===== config.mk =====
export PLATFORM = sky130hd
export DESIGN_NAME = igel_core
export DESIGN_NICKNAME = d
export VERILOG_FILES = /design/src/core/igel_pkg.sv /design/src/core/igel_core.sv
export SDC_FILE = /design/constraint.sdc
export NUM_CORES = 1
export LEC_CHECK = 0
export ABC_AREA = 1
export BUFFER_PORTS_ARGS = -buffer_cell sky130_fd_sc_hd__buf_2
export CORE_MARGIN = 5
export CORE_UTILIZATION = 58
export DETAILED_ROUTE_END_ITERATION = 10
export PLACE_DENSITY = 0.77
export SLEW_MARGIN = 30
export SYNTH_ARGS = -nofsm -noshare
export SYNTH_HDL_FRONTEND = slang
export SYNTH_SLANG_ARGS = --single-unit

===== constraint.sdc =====
create_clock -name CLK_I -period 1.7 [get_ports CLK_I]
set_input_delay 0.425 -clock CLK_I [delete_from_list [all_inputs] [get_ports CLK_I]]
set_output_delay 0.425 -clock CLK_I [all_outputs]
set_load 0.01 [all_outputs]

===== src/core/igel_pkg.sv =====
// constants for the isolated gate enable logic
// assumes one 40 MHz clock and a synchronous active-high reset
// Contract
// - standard mode: gate follows enable level
// - one-shot: each enable rise gives one pulse
// - next pulse only after enable returns low
// - one-shot allowed only in three-wire mode
// - high rail down: gate low, keep-off on
// - primary lost: gate low after timeout
// - high rail droop to threshold: gate low
// - wire mode latched at power-up until cycled
// - high or mid rail undervoltage: gate low
// - thermal fault: stop transfer, gate low
package igel_pkg;
    // ------------------------------------------------------------
    // timing
    // ------------------------------------------------------------
    localparam int CLK_HZ = 40_000_000;
    localparam int PRIMARY_TIMEOUT_US = 100;
    localparam int PRIMARY_TIMEOUT_CYC = PRIMARY_TIMEOUT_US * (CLK_HZ / 1_000_000);
    localparam int ONE_SHOT_NS = 1000;
    localparam int ONE_SHOT_CYC = (ONE_SHOT_NS * (CLK_HZ / 1_000_000) + 999) / 1000;
    localparam int SYNC_STAGES = 2;
    // ------------------------------------------------------------
    // reset values and modes
    // ------------------------------------------------------------
    localparam logic GATE_RESET = 1'b0;
    localparam logic KEEP_OFF_RESET = 1'b1;
    localparam logic TIMED_OUT_RESET = 1'b1;
    localparam logic POWER_XFER_RESET = 1'b0;
    localparam logic THREE_WIRE_RESET = 1'b0;
    typedef enum logic [2:0] {
        IGEL_ST_OFF = 3'b001,
        IGEL_ST_PULSE = 3'b010,
        IGEL_ST_WAIT_LOW = 3'b100
    } igel_shot_t;
endpackage


===== src/core/igel_core.sv =====
// gate drive decision logic for the isolated switch driver
// assumes supply-good and enable levels arrive asynchronously from pins
`timescale 1ns/1ps
module igel_core #(
    parameter int TIMEOUT_CYC = igel_pkg::PRIMARY_TIMEOUT_CYC,
    parameter int SHOT_CYC = igel_pkg::ONE_SHOT_CYC
) (
    input wire logic CLK_I,
    input wire logic RESET_I,
    input wire logic ENABLE_I,
    input wire logic PRIMARY_SUPPLY_GOOD_I,
    input wire logic SECONDARY_HIGH_RAIL_GOOD_I,
    input wire logic SECONDARY_MID_RAIL_GOOD_I,
    input wire logic THERMAL_FAULT_I,
    input wire logic THREE_WIRE_STRAP_I,
    input wire logic ONE_SHOT_VARIANT_I,
    output logic GATE_DRIVE_OUT_O,
    output logic KEEP_OFF_O,
    output logic POWER_TRANSFER_O,
    output logic THREE_WIRE_MODE_O
);
    import igel_pkg::*;

    // ------------------------------------------------------------
    // input synchronisers
    // ------------------------------------------------------------
    localparam int NIN = 7;
    logic [NIN-1:0] raw;
    logic [NIN-1:0] sync1;
    logic [NIN-1:0] sync2;
    assign raw = {ONE_SHOT_VARIANT_I, THREE_WIRE_STRAP_I, THERMAL_FAULT_I,
                  SECONDARY_MID_RAIL_GOOD_I, SECONDARY_HIGH_RAIL_GOOD_I,
                  PRIMARY_SUPPLY_GOOD_I, ENABLE_I};

    // two flops per input, first stage read only by second
    genvar g;
    generate
        for (g = 0; g < NIN; g++) begin : gen_sync
            always_ff @(posedge CLK_I) begin
                if (RESET_I) begin
                    sync1[g] <= 1'b0;
                    sync2[g] <= 1'b0;
                end else begin
                    sync1[g] <= raw[g];
                    sync2[g] <= sync1[g];
                end
            end
        end
    endgenerate

    logic en_s, prim_ok, high_ok, mid_ok, therm, strap, variant;
    assign en_s = sync2[0];
    assign prim_ok = sync2[1];
    assign high_ok = sync2[2];
    assign mid_ok = sync2[3];
    assign therm = sync2[4];
    assign strap = sync2[5];
    assign variant = sync2[6];

    // ------------------------------------------------------------
    // mode latch at primary power-up
    // ------------------------------------------------------------
    logic prim_ok_d;
    logic prim_rise;
    logic mode_valid;
    logic three_wire;
    logic one_shot_en;
    logic timed_out;

    // delayed primary-good for the power-up edge
    always_ff @(posedge CLK_I) begin
        if (RESET_I) begin
            prim_ok_d <= 1'b0;
        end else begin
            prim_ok_d <= prim_ok;
        end
    end

    // resets low, so a primary already up at release still latches
    assign prim_rise = prim_ok & ~prim_ok_d;

    // mode caught on primary rising, dropped only after a full loss
    always_ff @(posedge CLK_I) begin
        if (RESET_I) begin
            mode_valid <= 1'b0;
            three_wire <= THREE_WIRE_RESET;
            one_shot_en <= 1'b0;
        end else if (!prim_ok && timed_out) begin
            mode_valid <= 1'b0;
        end else if (prim_rise && !mode_valid) begin
            mode_valid <= 1'b1;
            three_wire <= strap;
            one_shot_en <= strap & variant;
        end
    end

    // ------------------------------------------------------------
    // primary loss timeout
    // ------------------------------------------------------------
    localparam int TO_W = $clog2(TIMEOUT_CYC + 1);
    localparam logic [TO_W-1:0] TO_LAST = TO_W'(TIMEOUT_CYC - 1);
    logic [TO_W-1:0] to_cnt;

    // cycles counted while primary is absent, held at the last count
    always_ff @(posedge CLK_I) begin
        if (RESET_I || prim_ok) begin
            to_cnt <= '0;
        end else if (to_cnt != TO_LAST) begin
            to_cnt <= to_cnt + 1'b1;
        end
    end

    // flag starts expired, so the gate waits for a primary rise
    always_ff @(posedge CLK_I) begin
        if (RESET_I) begin
            timed_out <= TIMED_OUT_RESET;
        end else if (prim_ok) begin
            timed_out <= 1'b0;
        end else if (to_cnt == TO_LAST) begin
            timed_out <= 1'b1;
        end
    end

    // ------------------------------------------------------------
    // fault gating
    // ------------------------------------------------------------
    logic rails_ok;
    logic fault_free;
    logic drive_allowed;

    // either secondary rail low or droop forces gate low
    assign rails_ok = high_ok & mid_ok;
    // overtemperature blocks the drive whatever the primary state
    assign fault_free = rails_ok & ~therm;
    // primary loss blocks only once its timeout has run out
    assign drive_allowed = fault_free & ~timed_out & mode_valid;

    // ------------------------------------------------------------
    // one-shot sequencer
    // ------------------------------------------------------------
    localparam int SH_W = $clog2(SHOT_CYC + 1);
    localparam logic [SH_W-1:0] SH_LAST = SH_W'(SHOT_CYC - 1);
    igel_shot_t shot;
    logic [SH_W-1:0] shot_cnt;

    // one pulse per enable rise, rearm only after enable low
    always_ff @(posedge CLK_I) begin
        if (RESET_I) begin
            shot <= IGEL_ST_WAIT_LOW; // no false edge out of reset
        end else begin
            case (shot)
                IGEL_ST_OFF: begin
                    if (en_s && drive_allowed) begin
                        shot <= IGEL_ST_PULSE;
                    end else if (en_s) begin
                        shot <= IGEL_ST_WAIT_LOW; // rise in fault consumed
                    end
                end
                IGEL_ST_PULSE: begin
                    if (!drive_allowed || shot_cnt == SH_LAST) begin
                        shot <= IGEL_ST_WAIT_LOW;
                    end
                end
                IGEL_ST_WAIT_LOW: begin
                    if (!en_s) begin
                        shot <= IGEL_ST_OFF;
                    end
                end
                default: begin
                    shot <= IGEL_ST_WAIT_LOW;
                end
            endcase
        end
    end

    // pulse length counter, cleared outside the pulse
    always_ff @(posedge CLK_I) begin
        if (RESET_I || shot != IGEL_ST_PULSE) begin
            shot_cnt <= '0;
        end else if (shot_cnt != SH_LAST) begin
            shot_cnt <= shot_cnt + 1'b1;
        end
    end

    // ------------------------------------------------------------
    // outputs
    // ------------------------------------------------------------
    logic next_gate;
    always_comb begin
        if (!drive_allowed) begin
            next_gate = 1'b0;
        end else if (one_shot_en) begin
            next_gate = (shot == IGEL_ST_PULSE);
        end else begin
            next_gate = en_s;
        end
    end

    // registered gate drive
    always_ff @(posedge CLK_I) begin
        if (RESET_I) begin
            GATE_DRIVE_OUT_O <= GATE_RESET;
        end else begin
            GATE_DRIVE_OUT_O <= next_gate;
        end
    end

    // keep-off whenever the gate may not drive
    always_ff @(posedge CLK_I) begin
        if (RESET_I) begin
            KEEP_OFF_O <= KEEP_OFF_RESET;
        end else begin
            KEEP_OFF_O <= ~high_ok | ~drive_allowed;
        end
    end

    // power transfer stops on primary loss or overtemperature
    always_ff @(posedge CLK_I) begin
        if (RESET_I) begin
            POWER_TRANSFER_O <= POWER_XFER_RESET;
        end else begin
            POWER_TRANSFER_O <= prim_ok & ~therm;
        end
    end

    // latched wire mode shown to the outside
    always_ff @(posedge CLK_I) begin
        if (RESET_I) begin
            THREE_WIRE_MODE_O <= THREE_WIRE_RESET;
        end else begin
            THREE_WIRE_MODE_O <= three_wire;
        end
    end
endmodule


==> results_dict.tcl, run 1 <==
set metrics [dict create \
    skew_ps 8.23 \
    die_h_um 65.4 \
    insertion_delay_ps 350 \
    tightestPinTransition_ps 261 \
    post_cts_buffers 0 \
    fmax_ghz 0.727 \
    numCtsBuffers 5 \
    place_ws_ps 349 \
    cts_root_buffer "clkbuf_4" \
    n_fill_cell 280 \
    dp_hpwl_mm 2.05 \
    synth_nets 249 \
    grt_pass1_wl_mm 5.17 \
    p_leak_nw 0.786 \
    path_delay_family "flip-flops" \
    dpl_cell_area_sq_um 1880 \
    clock-sinks 44 \
    design.die.area_sq_um 4280 \
    setup_violations 0 \
    core-area_sq_um 3000 \
    period_needed_ps 1370 \
    area_delta_synth_final_pct 9.21 \
    rsz0062_at_grt "no" \
    rows 20 \
    hold_viol 0 \
    path_clk_slew_ps 130 \
    reg2reg_slack_ps 330 \
    syn_area_sq_um 1780 \
    synth-seq-cells 44 \
    syn_area_per_cell_sq_um 7.48 \
    critPathMaxStageDelay_ps 390 \
    grt_max_degree 15 \
    slew_headroom_pct 82.5 \
    route.detailed.drc 0 \
    hold_buffers 0 \
    grt_pass1_vias 1278 \
    multi_input_area_sq_um 722 \
    period_share_pct 80.9 \
    grt_usage_pct 15.8 \
    gp_congestion 0.821 \
    final_cells 290 \
    cts_max_level 2 \
    die_width_um 65.4 \
    seq_area_frac_synth_pct 49.5 \
    cp_slowest_cell "dfxtp_1" \
    cts_buffer_depth 2 \
    crit_buf_inv 1 \
    start_kind "flop" \
    drt-wirelength-per-cell_um 9.58 \
    pin_count 13 \
    rr_endpoint "to_cnt[3]$_SDFFE_PP0P_" \
    slew_viol_final 0 \
    drt-vias-per-instance 4.85 \
    cp.arrival_ps 1630 \
    worstSetupPathType "flop to flop" \
    maxCapViolations 0 \
    endpoint_kind "flop" \
    ys_types 26 \
    grt_antenna_before_repair 0 \
    path_cells "ha_1, inv_2, nor2_4, nand3_4, a21oi_1, nor2_1" \
    postLayoutCellArea_sq_um 1940 \
    ctsResizeCount 0 \
    vias 1407 \
    dp.cells 282 \
    holdPathEnd "sync1[6]$_SDFF_PP0_" \
    holdCritStartpoint "ONE_SHOT_VARIANT_I" \
    initial_utilization_pct 59.2 \
    rr_worst_depth 6 \
    crit_path_max_fanout 13 \
    seqCellArea_sq_um 881 \
    power.density_nw_per_um2 888 \
    first_pass_iters 5 \
    portBuffers 12 \
    hold_path_class "input pin to flop" \
    overflow 0 \
    postRouteAntennaNets 0 \
    wirelength_mm 2.78 \
    synthCells 238 \
    nets 267 \
    cts_tree "done" \
    ys_warn_count 0 \
    reg2reg_from "to_cnt[0]$_SDFFE_PP0P_" \
    ir_drop_v 0.000690 \
    cp.required_ps 1960 \
    drt_iter0_drc 69 \
    fin_tns_setup_ps 0 \
    layout_setup_ws_ps 325 \
    whs_path_depth 3 \
    final_layout_size_suffix_gt1_share_pct 12.8 \
    num_antenna_cells 0 \
    finalPower_w 0.00173 \
    outcome "completed" \
]
-- final cells by class --
class | count | share of cell area (%)
flip-flops and latches | 44 | 45.3
multi-input cells | 149 | 37.2
inverters | 42 | 8.11
repair buffers | 14 | 3.86
clock buffers | 6 | 2.64
well taps | 33 | 2.12
clock inverters | 2 | 0.773
-- per-layer routing --
layer  vias to the layer above  GRT usage [%]  part of all wire, %
li1                        770              -                    -
met1                       619           19.1                   50
met2                        12           24.9                   44
met3                         6           6.15                  3.7
met4                         0           6.99                  1.8
met5                         -              0                    0
-- synth_stat cells --
library cell,number,share of area [%]
xor2_1,3,1.5
nand2_2,1,0.35
xnor2_1,1,0.49
o21ai_0,5,1.4
inv_1,41,8.6
a22o_1,1,0.49
clkbuf_1,2,0.42
inv_2,1,0.21
o21ai_1,1,0.28
dfxtp_1,44,50
buf_6,1,0.63
nor2_4,2,1.3
a21oi_1,17,4.8
ha_1,2,1.4
nor2_2,3,1.1
nor3_1,3,0.84
nor3_2,1,0.56
nand3_4,1,0.98
nand3_2,1,0.56
nand3_1,15,4.2
or2_2,1,0.35
nand2_1,45,9.5
nor2_1,41,8.6
o21a_1,1,0.42
nor3b_1,1,0.42
nand4_1,3,1.1
-- power breakdown --
group	leakage, nW	internal (W)	switching (W)
logic	0.396	0.0000450	0.0000656
registers	0.359	0.00106	0.0000219
clock network	0.0305	0.000201	0.000328
total	0.786	0.00131	0.000415
-- worst max-delay path by stage --
stage                                 startpoint                      to  slack, ps  depth (start not counted)
after global routing      to_cnt[0]$_SDFFE_PP0P_  to_cnt[2]$_SDFFE_PP0P_        210                          6
final                     to_cnt[0]$_SDFFE_PP0P_  to_cnt[3]$_SDFFE_PP0P_        330                          6
after floorplan           to_cnt[0]$_SDFFE_PP0P_  to_cnt[2]$_SDFFE_PP0P_        410                          7
after CTS                 to_cnt[0]$_SDFFE_PP0P_  to_cnt[3]$_SDFFE_PP0P_        330                          6
after detailed placement  to_cnt[0]$_SDFFE_PP0P_  to_cnt[3]$_SDFFE_PP0P_        350                          6
after global placement    to_cnt[0]$_SDFFE_PP0P_  to_cnt[4]$_SDFFE_PP0P_        390                          6
-- worst register-to-register path, cell delays in order (launching register included) --
cell	delay, ps
dfxtp_1	390
ha_1	280
inv_2	70
nor2_4	150
nand3_4	160
a21oi_1	180
nor2_1	60
-- registers in the layout (all words and copies together), names as in the netlist, 3 cells and up --
name / count
shot_cnt: 6
shot: 3
sync1: 7
to_cnt: 12
-- cells in the final DEF (no fill, tap or decap) --
master,count
nand2_1,45
a22o_1,1
nand3_1,15
xor2_1,3
clkbuf_8,1
nor2_1,41
buf_4,2
a21oi_1,17
clkinvlp_4,2
nor2_4,2
nand2_2,1
nor2_2,3
o21ai_0,5
nor3b_1,1
or2_2,1
buf_2,12
inv_2,1
ha_1,2
nor3_1,3
nand4_1,3
nand3_4,1
xnor2_1,1
inv_1,41
o21ai_1,1
dfxtp_1,44
clkbuf_4,5
nor3_2,1
o21a_1,1
nand3_2,1
-- logic make-up after synthesis --
| kind of cell | count (synthesis) | synth area share (%) |
|---|---|---|
| buffers and inverters | 45 | 9.92 |
| DFF | 44 | 49.5 |
| xor gates and xnor gates | 4 | 1.97 |
| and+or+nand+nor | 118 | 29.8 |
| adders and majority gates | 2 | 1.41 |
| AOI/OAI and AO/OA | 25 | 7.38 |
-- metrics by stage --
step	hold slack (ps)	utilization (%)
6_report	260	64.7
5_1_grt	240	64.7
2_1_floorplan	388	-
3_3_place_gp	389	62.5
4_1_cts	244	64.7
3_5_place_dp	393	62.5
(Power assumes the default switching activity.)
==> run 2, diff against run 1 <==
--- a/config.mk
+++ b/config.mk
@@ -5,12 +5,12 @@
 export SDC_FILE = /design/constraint.sdc
 export NUM_CORES = 1
 export LEC_CHECK = 0
-export ABC_AREA = 1
+export ABC_AREA = 0
 export BUFFER_PORTS_ARGS = -buffer_cell sky130_fd_sc_hd__buf_2
 export CORE_MARGIN = 5
-export CORE_UTILIZATION = 58
+export CORE_UTILIZATION = 57
 export DETAILED_ROUTE_END_ITERATION = 10
-export PLACE_DENSITY = 0.77
+export PLACE_DENSITY = 0.76
 export SLEW_MARGIN = 30
 export SYNTH_ARGS = -nofsm -noshare
 export SYNTH_HDL_FRONTEND = slang
==> constraint.sdc (replaced) <==
create_clock -name CLK_I -period 1.3 [get_ports CLK_I]
set_input_delay 0.325 -clock CLK_I [delete_from_list [all_inputs] [get_ports CLK_I]]
set_output_delay 0.325 -clock CLK_I [all_outputs]
set_load 0.01 [all_outputs]
==> run 2 against run 1 <==
Against the previous run:
- the run now ends with setup timing left
- global-route usage rose by 1.5 points
- clock power grew 33%
- sequential share of layout area shrank 5.0 points
- sequential power rose by 29%
- power up 32%
- critical endpoint is now to_cnt[5]$_SDFFE_PP0P_
- largest power group unchanged
==> results_dict.tcl, run 2 <==
set metrics [dict create \
    core-area_sq_um 2780 \
    gp_congestion 0.795 \
    synth_nets 178 \
    grt_pass1_wl_mm 5.84 \
    endpoint_kind "flop" \
    die_width_um 64.2 \
    place_ws_ps -190 \
    maxCapViolations 0 \
    ys_warn_count 0 \
    num_antenna_cells 0 \
    yosys.cell_count.top_type "dfxtp_1" \
    fin_tns_setup_ps -1100 \
    vias 1393 \
    wirelength_mm 3.51 \
    synthCells 167 \
    cts_tree "done" \
    grt.met3_usage_pct 4.03 \
    worstSetupPathType "flop to flop" \
    cts_max_level 2 \
    period_needed_ps 1440 \
    crit_path_max_fanout 4 \
    synth_edf_count 0 \
    rows 19 \
    cp_slowest_cell "or3b_4" \
    whs_ps 187 \
    grt_usage_pct 17.3 \
    hold_path_class "input pin to flop" \
    use_met2_pct 33.0 \
    path_cells "ha_4, nand4_4, or3b_4, a41o_1" \
    grt_antenna_before_repair 0 \
    final_cell_mix "dfxtp_1, buf_4, nor2b_1, buf_2" \
    cts_root_buffer "clkbuf_4" \
    numCtsBuffers 5 \
    power.density_nw_per_um2 1020 \
    slew_headroom_pct 77.0 \
    top_register "to_cnt" \
    tightestPinTransition_ps 342 \
    reg_top3 "to_cnt: 12 flops, sync1: 7 flops, shot_cnt: 6 flops" \
    mostFrequentLayoutCell "dfxtp_1" \
    critPathMaxStageDelay_ps 430 \
    syn_area_sq_um 1680 \
    async_flop_share_pct 0 \
    die_h_um 64.2 \
    path_clk_slew_ps 130 \
    setup_violations 11 \
    hold_buffers 0 \
    cp.arrival_ps 1680 \
    drt_iter0_drc 55 \
    hold_viol 0 \
    initial_utilization_pct 60.3 \
    clock-sinks 44 \
    dp_hpwl_mm 2.41 \
    ys.flop_type "dfxtp_1" \
    p_leak_nw 0.894 \
    route.detailed.drc 0 \
    synth_area_leader_cell "dfxtp_1" \
    design.die.area_sq_um 4130 \
    area_delta_synth_final_pct 32.5 \
    largest_reg_flops 12 \
    ir_drop_v 0.00150 \
    fmax_ghz 0.696 \
    ys_top_cells_by_count "dfxtp_1, nor2b_1, a21oi_1" \
    grt_pass1_vias 1441 \
    use_met1_pct 18.2 \
    drt-vias-per-instance 5.64 \
    postRouteAntennaNets 0 \
    busiest_layer "met2" \
    nets 226 \
    overflow 0 \
    first_pass_iters 4 \
    synthTopCellsByArea "dfxtp_1, nor2b_1, a21oi_1, nand3_1, mux2i_1" \
    cp.required_ps 1540 \
    outcome "finished, violations left" \
    period_share_pct 111 \
    final_layout_size_suffix_gt1_share_pct 41.7 \
    seq_area_frac_synth_pct 52.5 \
    drt-wirelength-per-cell_um 14.2 \
    ys_types 45 \
    dp.cells 236 \
    violations "setup timing" \
    pin_count 13 \
    skew_ps 6.05 \
    slew_viol_final 0 \
    syn_area_per_cell_sq_um 10.0 \
    synth-seq-cells 44 \
    rsz0062_at_grt "yes" \
    finalPower_w 0.00227 \
    yosysTopAreaCellShare_pct 52.5 \
    cts_buffer_depth 2 \
    insertion_delay_ps 340 \
    final_cells 247 \
    portBuffers 12 \
    grt_max_degree 15 \
    start_kind "flop" \
    layout_setup_ws_ps -137 \
]
## run 2: cell types whose count changed in the layout (fill, tap and decap cells not counted), moves of 5 or more
cell,before,now
a21oi_1,17,9
a21oi_2,0,5
buf_4,2,31
dfxtp_1,44,34
dfxtp_2,0,9
inv_1,41,4
nand2_1,45,7
nand3_1,15,7
nor2_1,41,8
nor2b_1,0,17
## run 2: critical path: cells and delay by family, from the launching register on
kind / cells / cell delay (ps)
adders and majority gates: 1 / 160
and+or+nand+nor: 2 / 550
DFF: 1 / 370
AOI/OAI and AO/OA: 1 / 260
## run 2: cell type report
cell class | count | area (sq um)
Timing Repair Buffer | 47 | 338
Inverter | 4 | 15.0
Clock inverter | 2 | 13.8
Multi-Input combinational cell | 113 | 870
Clock buffer | 6 | 51.3
Fill cell | 182 | 559
Sequential cell | 44 | 896
Tap cell | 31 | 38.8
## run 2: what timing repair did
action | CTS | global route
buffers inserted | 1 | 3
resized for setup | 13 | 21
pin swaps | 8 | 5
setup endpoints to repair | 13 | 19
## run 2: report_power, final
group          internal, W  switching, W
registers          0.00139     0.0000255
clock network     0.000268      0.000435
logic            0.0000824     0.0000708
total              0.00174      0.000531
## run 2: through the flow
stage               cell area (sq um)  util [%]
floorplan                        1720         -
global placement                 2000      71.9
detailed placement               2000      71.9
CTS                              2120      76.3
global route                     2220      79.9
finish                           2220      79.9
## run 2: cells by family (layout without fill, tap and decap cells)
family,count (synthesis),after routing,share of synthesized area (%)
xor gates and xnor gates,4,4,2.09
DFF,44,44,52.5
buffers and inverters,10,59,3.28
and+or+nand+nor,66,66,24.3
muxes,3,3,1.79
AOI/OAI and AO/OA,38,38,14.5
adders and majority gates,2,2,1.49
## run 2: layer usage
layer  routed length, um  up-vias
li1                    -      693
met1                1440      656
met2                1850       32
met3                 123       12
met4                  89        0
met5                   0        -
## run 2: final timing paths
| path | from | end | slack, ps | cells past startpoint |
|---|---|---|---|---|
| worst min register to register | therm$_SDFF_PP0_ | POWER_TRANSFER_O$_SDFF_PP0_ | 430 | 1 |
| worst max-delay path | to_cnt[0]$_SDFFE_PP0P_ | to_cnt[5]$_SDFFE_PP0P_ | -140 | 4 |
| worst min-delay path | THREE_WIRE_STRAP_I | sync1[5]$_SDFF_PP0_ | 190 | 2 |
| worst max register to register | to_cnt[0]$_SDFFE_PP0P_ | to_cnt[5]$_SDFFE_PP0P_ | -140 | 4 |
==> run 3, diff against run 2 <==
--- a/config.mk
+++ b/config.mk
@@ -8,9 +8,10 @@
 export ABC_AREA = 0
 export BUFFER_PORTS_ARGS = -buffer_cell sky130_fd_sc_hd__buf_2
 export CORE_MARGIN = 5
-export CORE_UTILIZATION = 57
+export CORE_UTILIZATION = 61
+export CTS_BUF_LIST = sky130_fd_sc_hd__clkbuf_4
 export DETAILED_ROUTE_END_ITERATION = 10
-export PLACE_DENSITY = 0.76
+export PLACE_DENSITY = 0.81
 export SLEW_MARGIN = 30
 export SYNTH_ARGS = -nofsm -noshare
 export SYNTH_HDL_FRONTEND = slang
==> run 3 against run 2 <==
Against the previous run:
- the run still ends with setup timing left
- design area is 2.5% lower
- sequential share of layout area is 0.99 points higher
- clock skew is 13 ps higher
- hold slack better by 2.5 ps
- critical path type unchanged
==> results_dict.tcl, run 3 (synthesis results as in run 2) <==
set metrics [dict create \
    violations "setup timing" \
    pin_count 13 \
    reg2reg_slack_ps -170 \
    n_fill_cell 173 \
    period_share_pct 113 \
    die_h_um 62.4 \
    hold_path_class "input pin to flop" \
    top_register "to_cnt" \
    slew_headroom_pct 75.8 \
    p_leak_nw 0.873 \
    largest_reg_flops 12 \
    crit_path_max_fanout 6 \
    power.density_nw_per_um2 1010 \
    final_cell_mix "dfxtp_1, buf_4, nor2b_1, buf_2, a21oi_1" \
    overflow 0 \
    worstSetupPathType "flop to flop" \
    initial_utilization_pct 62.4 \
    area_delta_synth_final_pct 29.2 \
    cp.required_ps 1560 \
    critPathMaxStageDelay_ps 430 \
    drt_iter0_drc 101 \
    worst_setup_path_endpoint "to_cnt[0]$_SDFFE_PP0P_" \
    hold_buffers 0 \
    fmax_ghz 0.680 \
    wirelength_mm 3.86 \
    postLayoutCellArea_sq_um 2170 \
    start_kind "flop" \
    hold_viol 0 \
    tightestPinTransition_ps 362 \
    rr_worst_depth 5 \
    path_delay_family "simple AND/OR/NAND/NOR gates" \
    reg2reg_from "to_cnt[1]$_SDFFE_PP0P_" \
    drt-vias-per-instance 5.70 \
    outcome "finished, violations left" \
    grt_antenna_before_repair 0 \
    ir_drop_v 0.000997 \
    mostFrequentLayoutCell "dfxtp_1" \
    portBuffers 12 \
    gp_congestion 0.804 \
    insertion_delay_ps 350 \
    cp.arrival_ps 1730 \
    dp_hpwl_mm 2.55 \
    route.detailed.drc 0 \
    clock-sinks 44 \
    postRouteAntennaNets 0 \
    path_clk_slew_ps 130 \
    design.die.area_sq_um 3900 \
    startpoint "to_cnt[1]$_SDFFE_PP0P_" \
    cp_slowest_cell "or3b_4" \
    dpl_cell_area_sq_um 1980 \
    grt_usage_pct 19.2 \
    crit_buf_inv 1 \
    place_ws_ps -198 \
    core-area_sq_um 2690 \
    vias 1403 \
    numCtsBuffers 5 \
    skew_ps 19.5 \
    maxCapViolations 0 \
    grt_max_degree 19 \
    path_cells "ha_4, nand4_4, or3b_4, buf_6, mux2i_2" \
    whs_ps 189 \
    die_width_um 62.4 \
    cts_max_level 2 \
    first_pass_iters 4 \
    setup_violations 12 \
    period_needed_ps 1470 \
    rr_endpoint "to_cnt[0]$_SDFFE_PP0P_" \
    final_layout_size_suffix_gt1_share_pct 40.5 \
    num_antenna_cells 0 \
    drt-wirelength-per-cell_um 15.7 \
    cts_tree "done" \
    rsz0062_at_grt "yes" \
    endpoint_kind "flop" \
    slew_viol_final 0 \
    cts_root_buffer "clkbuf_4" \
    reg_top3 "to_cnt: 12 flops, sync1: 7 flops, shot_cnt: 6 flops" \
    nets 226 \
    path_depth 5 \
    utilization_pct 80.6 \
    cts_buffer_depth 2 \
    rows 19 \
    layout_setup_ws_ps -171 \
    grt_pass1_wl_mm 5.99 \
    grt_pass1_vias 1420 \
]
run 3: area by class of cell:
cell class                 count  area (sq um)  area share, %
clock buffer                   5          37.5           1.73
timing repair buffer          47           330           15.3
clock inverter                 2          12.5          0.578
tap                           31          38.8           1.79
inverter                       4          15.0          0.693
sequential                    44           895           41.3
multi-input combinational    113           837           38.6
run 3: worst register-to-register path, stage by stage (launching register included):
cell	delay, ps
dfxtp_2	380
ha_4	150
nand4_4	140
or3b_4	430
buf_6	150
mux2i_2	140
run 3: worst min-delay path by stage:
stage / from / endpoint / slack (ps) / cells after the start
3_5_place_dp: therm$_SDFF_PP0_ / POWER_TRANSFER_O$_SDFF_PP0_ / 430 / 1
6_report: SECONDARY_MID_RAIL_GOOD_I / sync1[3]$_SDFF_PP0_ / 190 / 2
3_3_place_gp: therm$_SDFF_PP0_ / POWER_TRANSFER_O$_SDFF_PP0_ / 400 / 1
5_1_grt: THREE_WIRE_STRAP_I / sync1[5]$_SDFF_PP0_ / 160 / 2
2_1_floorplan: therm$_SDFF_PP0_ / POWER_TRANSFER_O$_SDFF_PP0_ / 380 / 1
4_1_cts: SECONDARY_MID_RAIL_GOOD_I / sync1[3]$_SDFF_PP0_ / 180 / 2
run 3: layer usage:
metal | routed length (um) | up-vias | global-route usage [%]
li1 | - | 695 | -
met1 | 1620 | 663 | 19.6
met2 | 2040 | 39 | 35.1
met3 | 149 | 6 | 5.94
met4 | 55 | 0 | 8.75
met5 | 0 | - | 0
run 3: what timing repair did:
action / in CTS / in global routing
setup buffers: 2 / 3
pin swaps: 4 / 3
resized for setup: 11 / 16
setup endpoints to repair: 16 / 18
run 3: where the power goes:
part           switching [W]  internal (W)  leakage (nW)
registers          0.0000271       0.00139         0.363
logic              0.0000772     0.0000855         0.483
clock network       0.000417      0.000198        0.0271
run 3: per-stage QoR:
step,cells,setup TNS [ps],total power [W]
5_1_grt,246,-1950,0.00231
3_3_place_gp,234,-948,0.00157
3_5_place_dp,234,-1690,0.00158
4_1_cts,243,-1420,0.00219
2_1_floorplan,167,-819,0.00152
6_report,246,-1450,0.00219
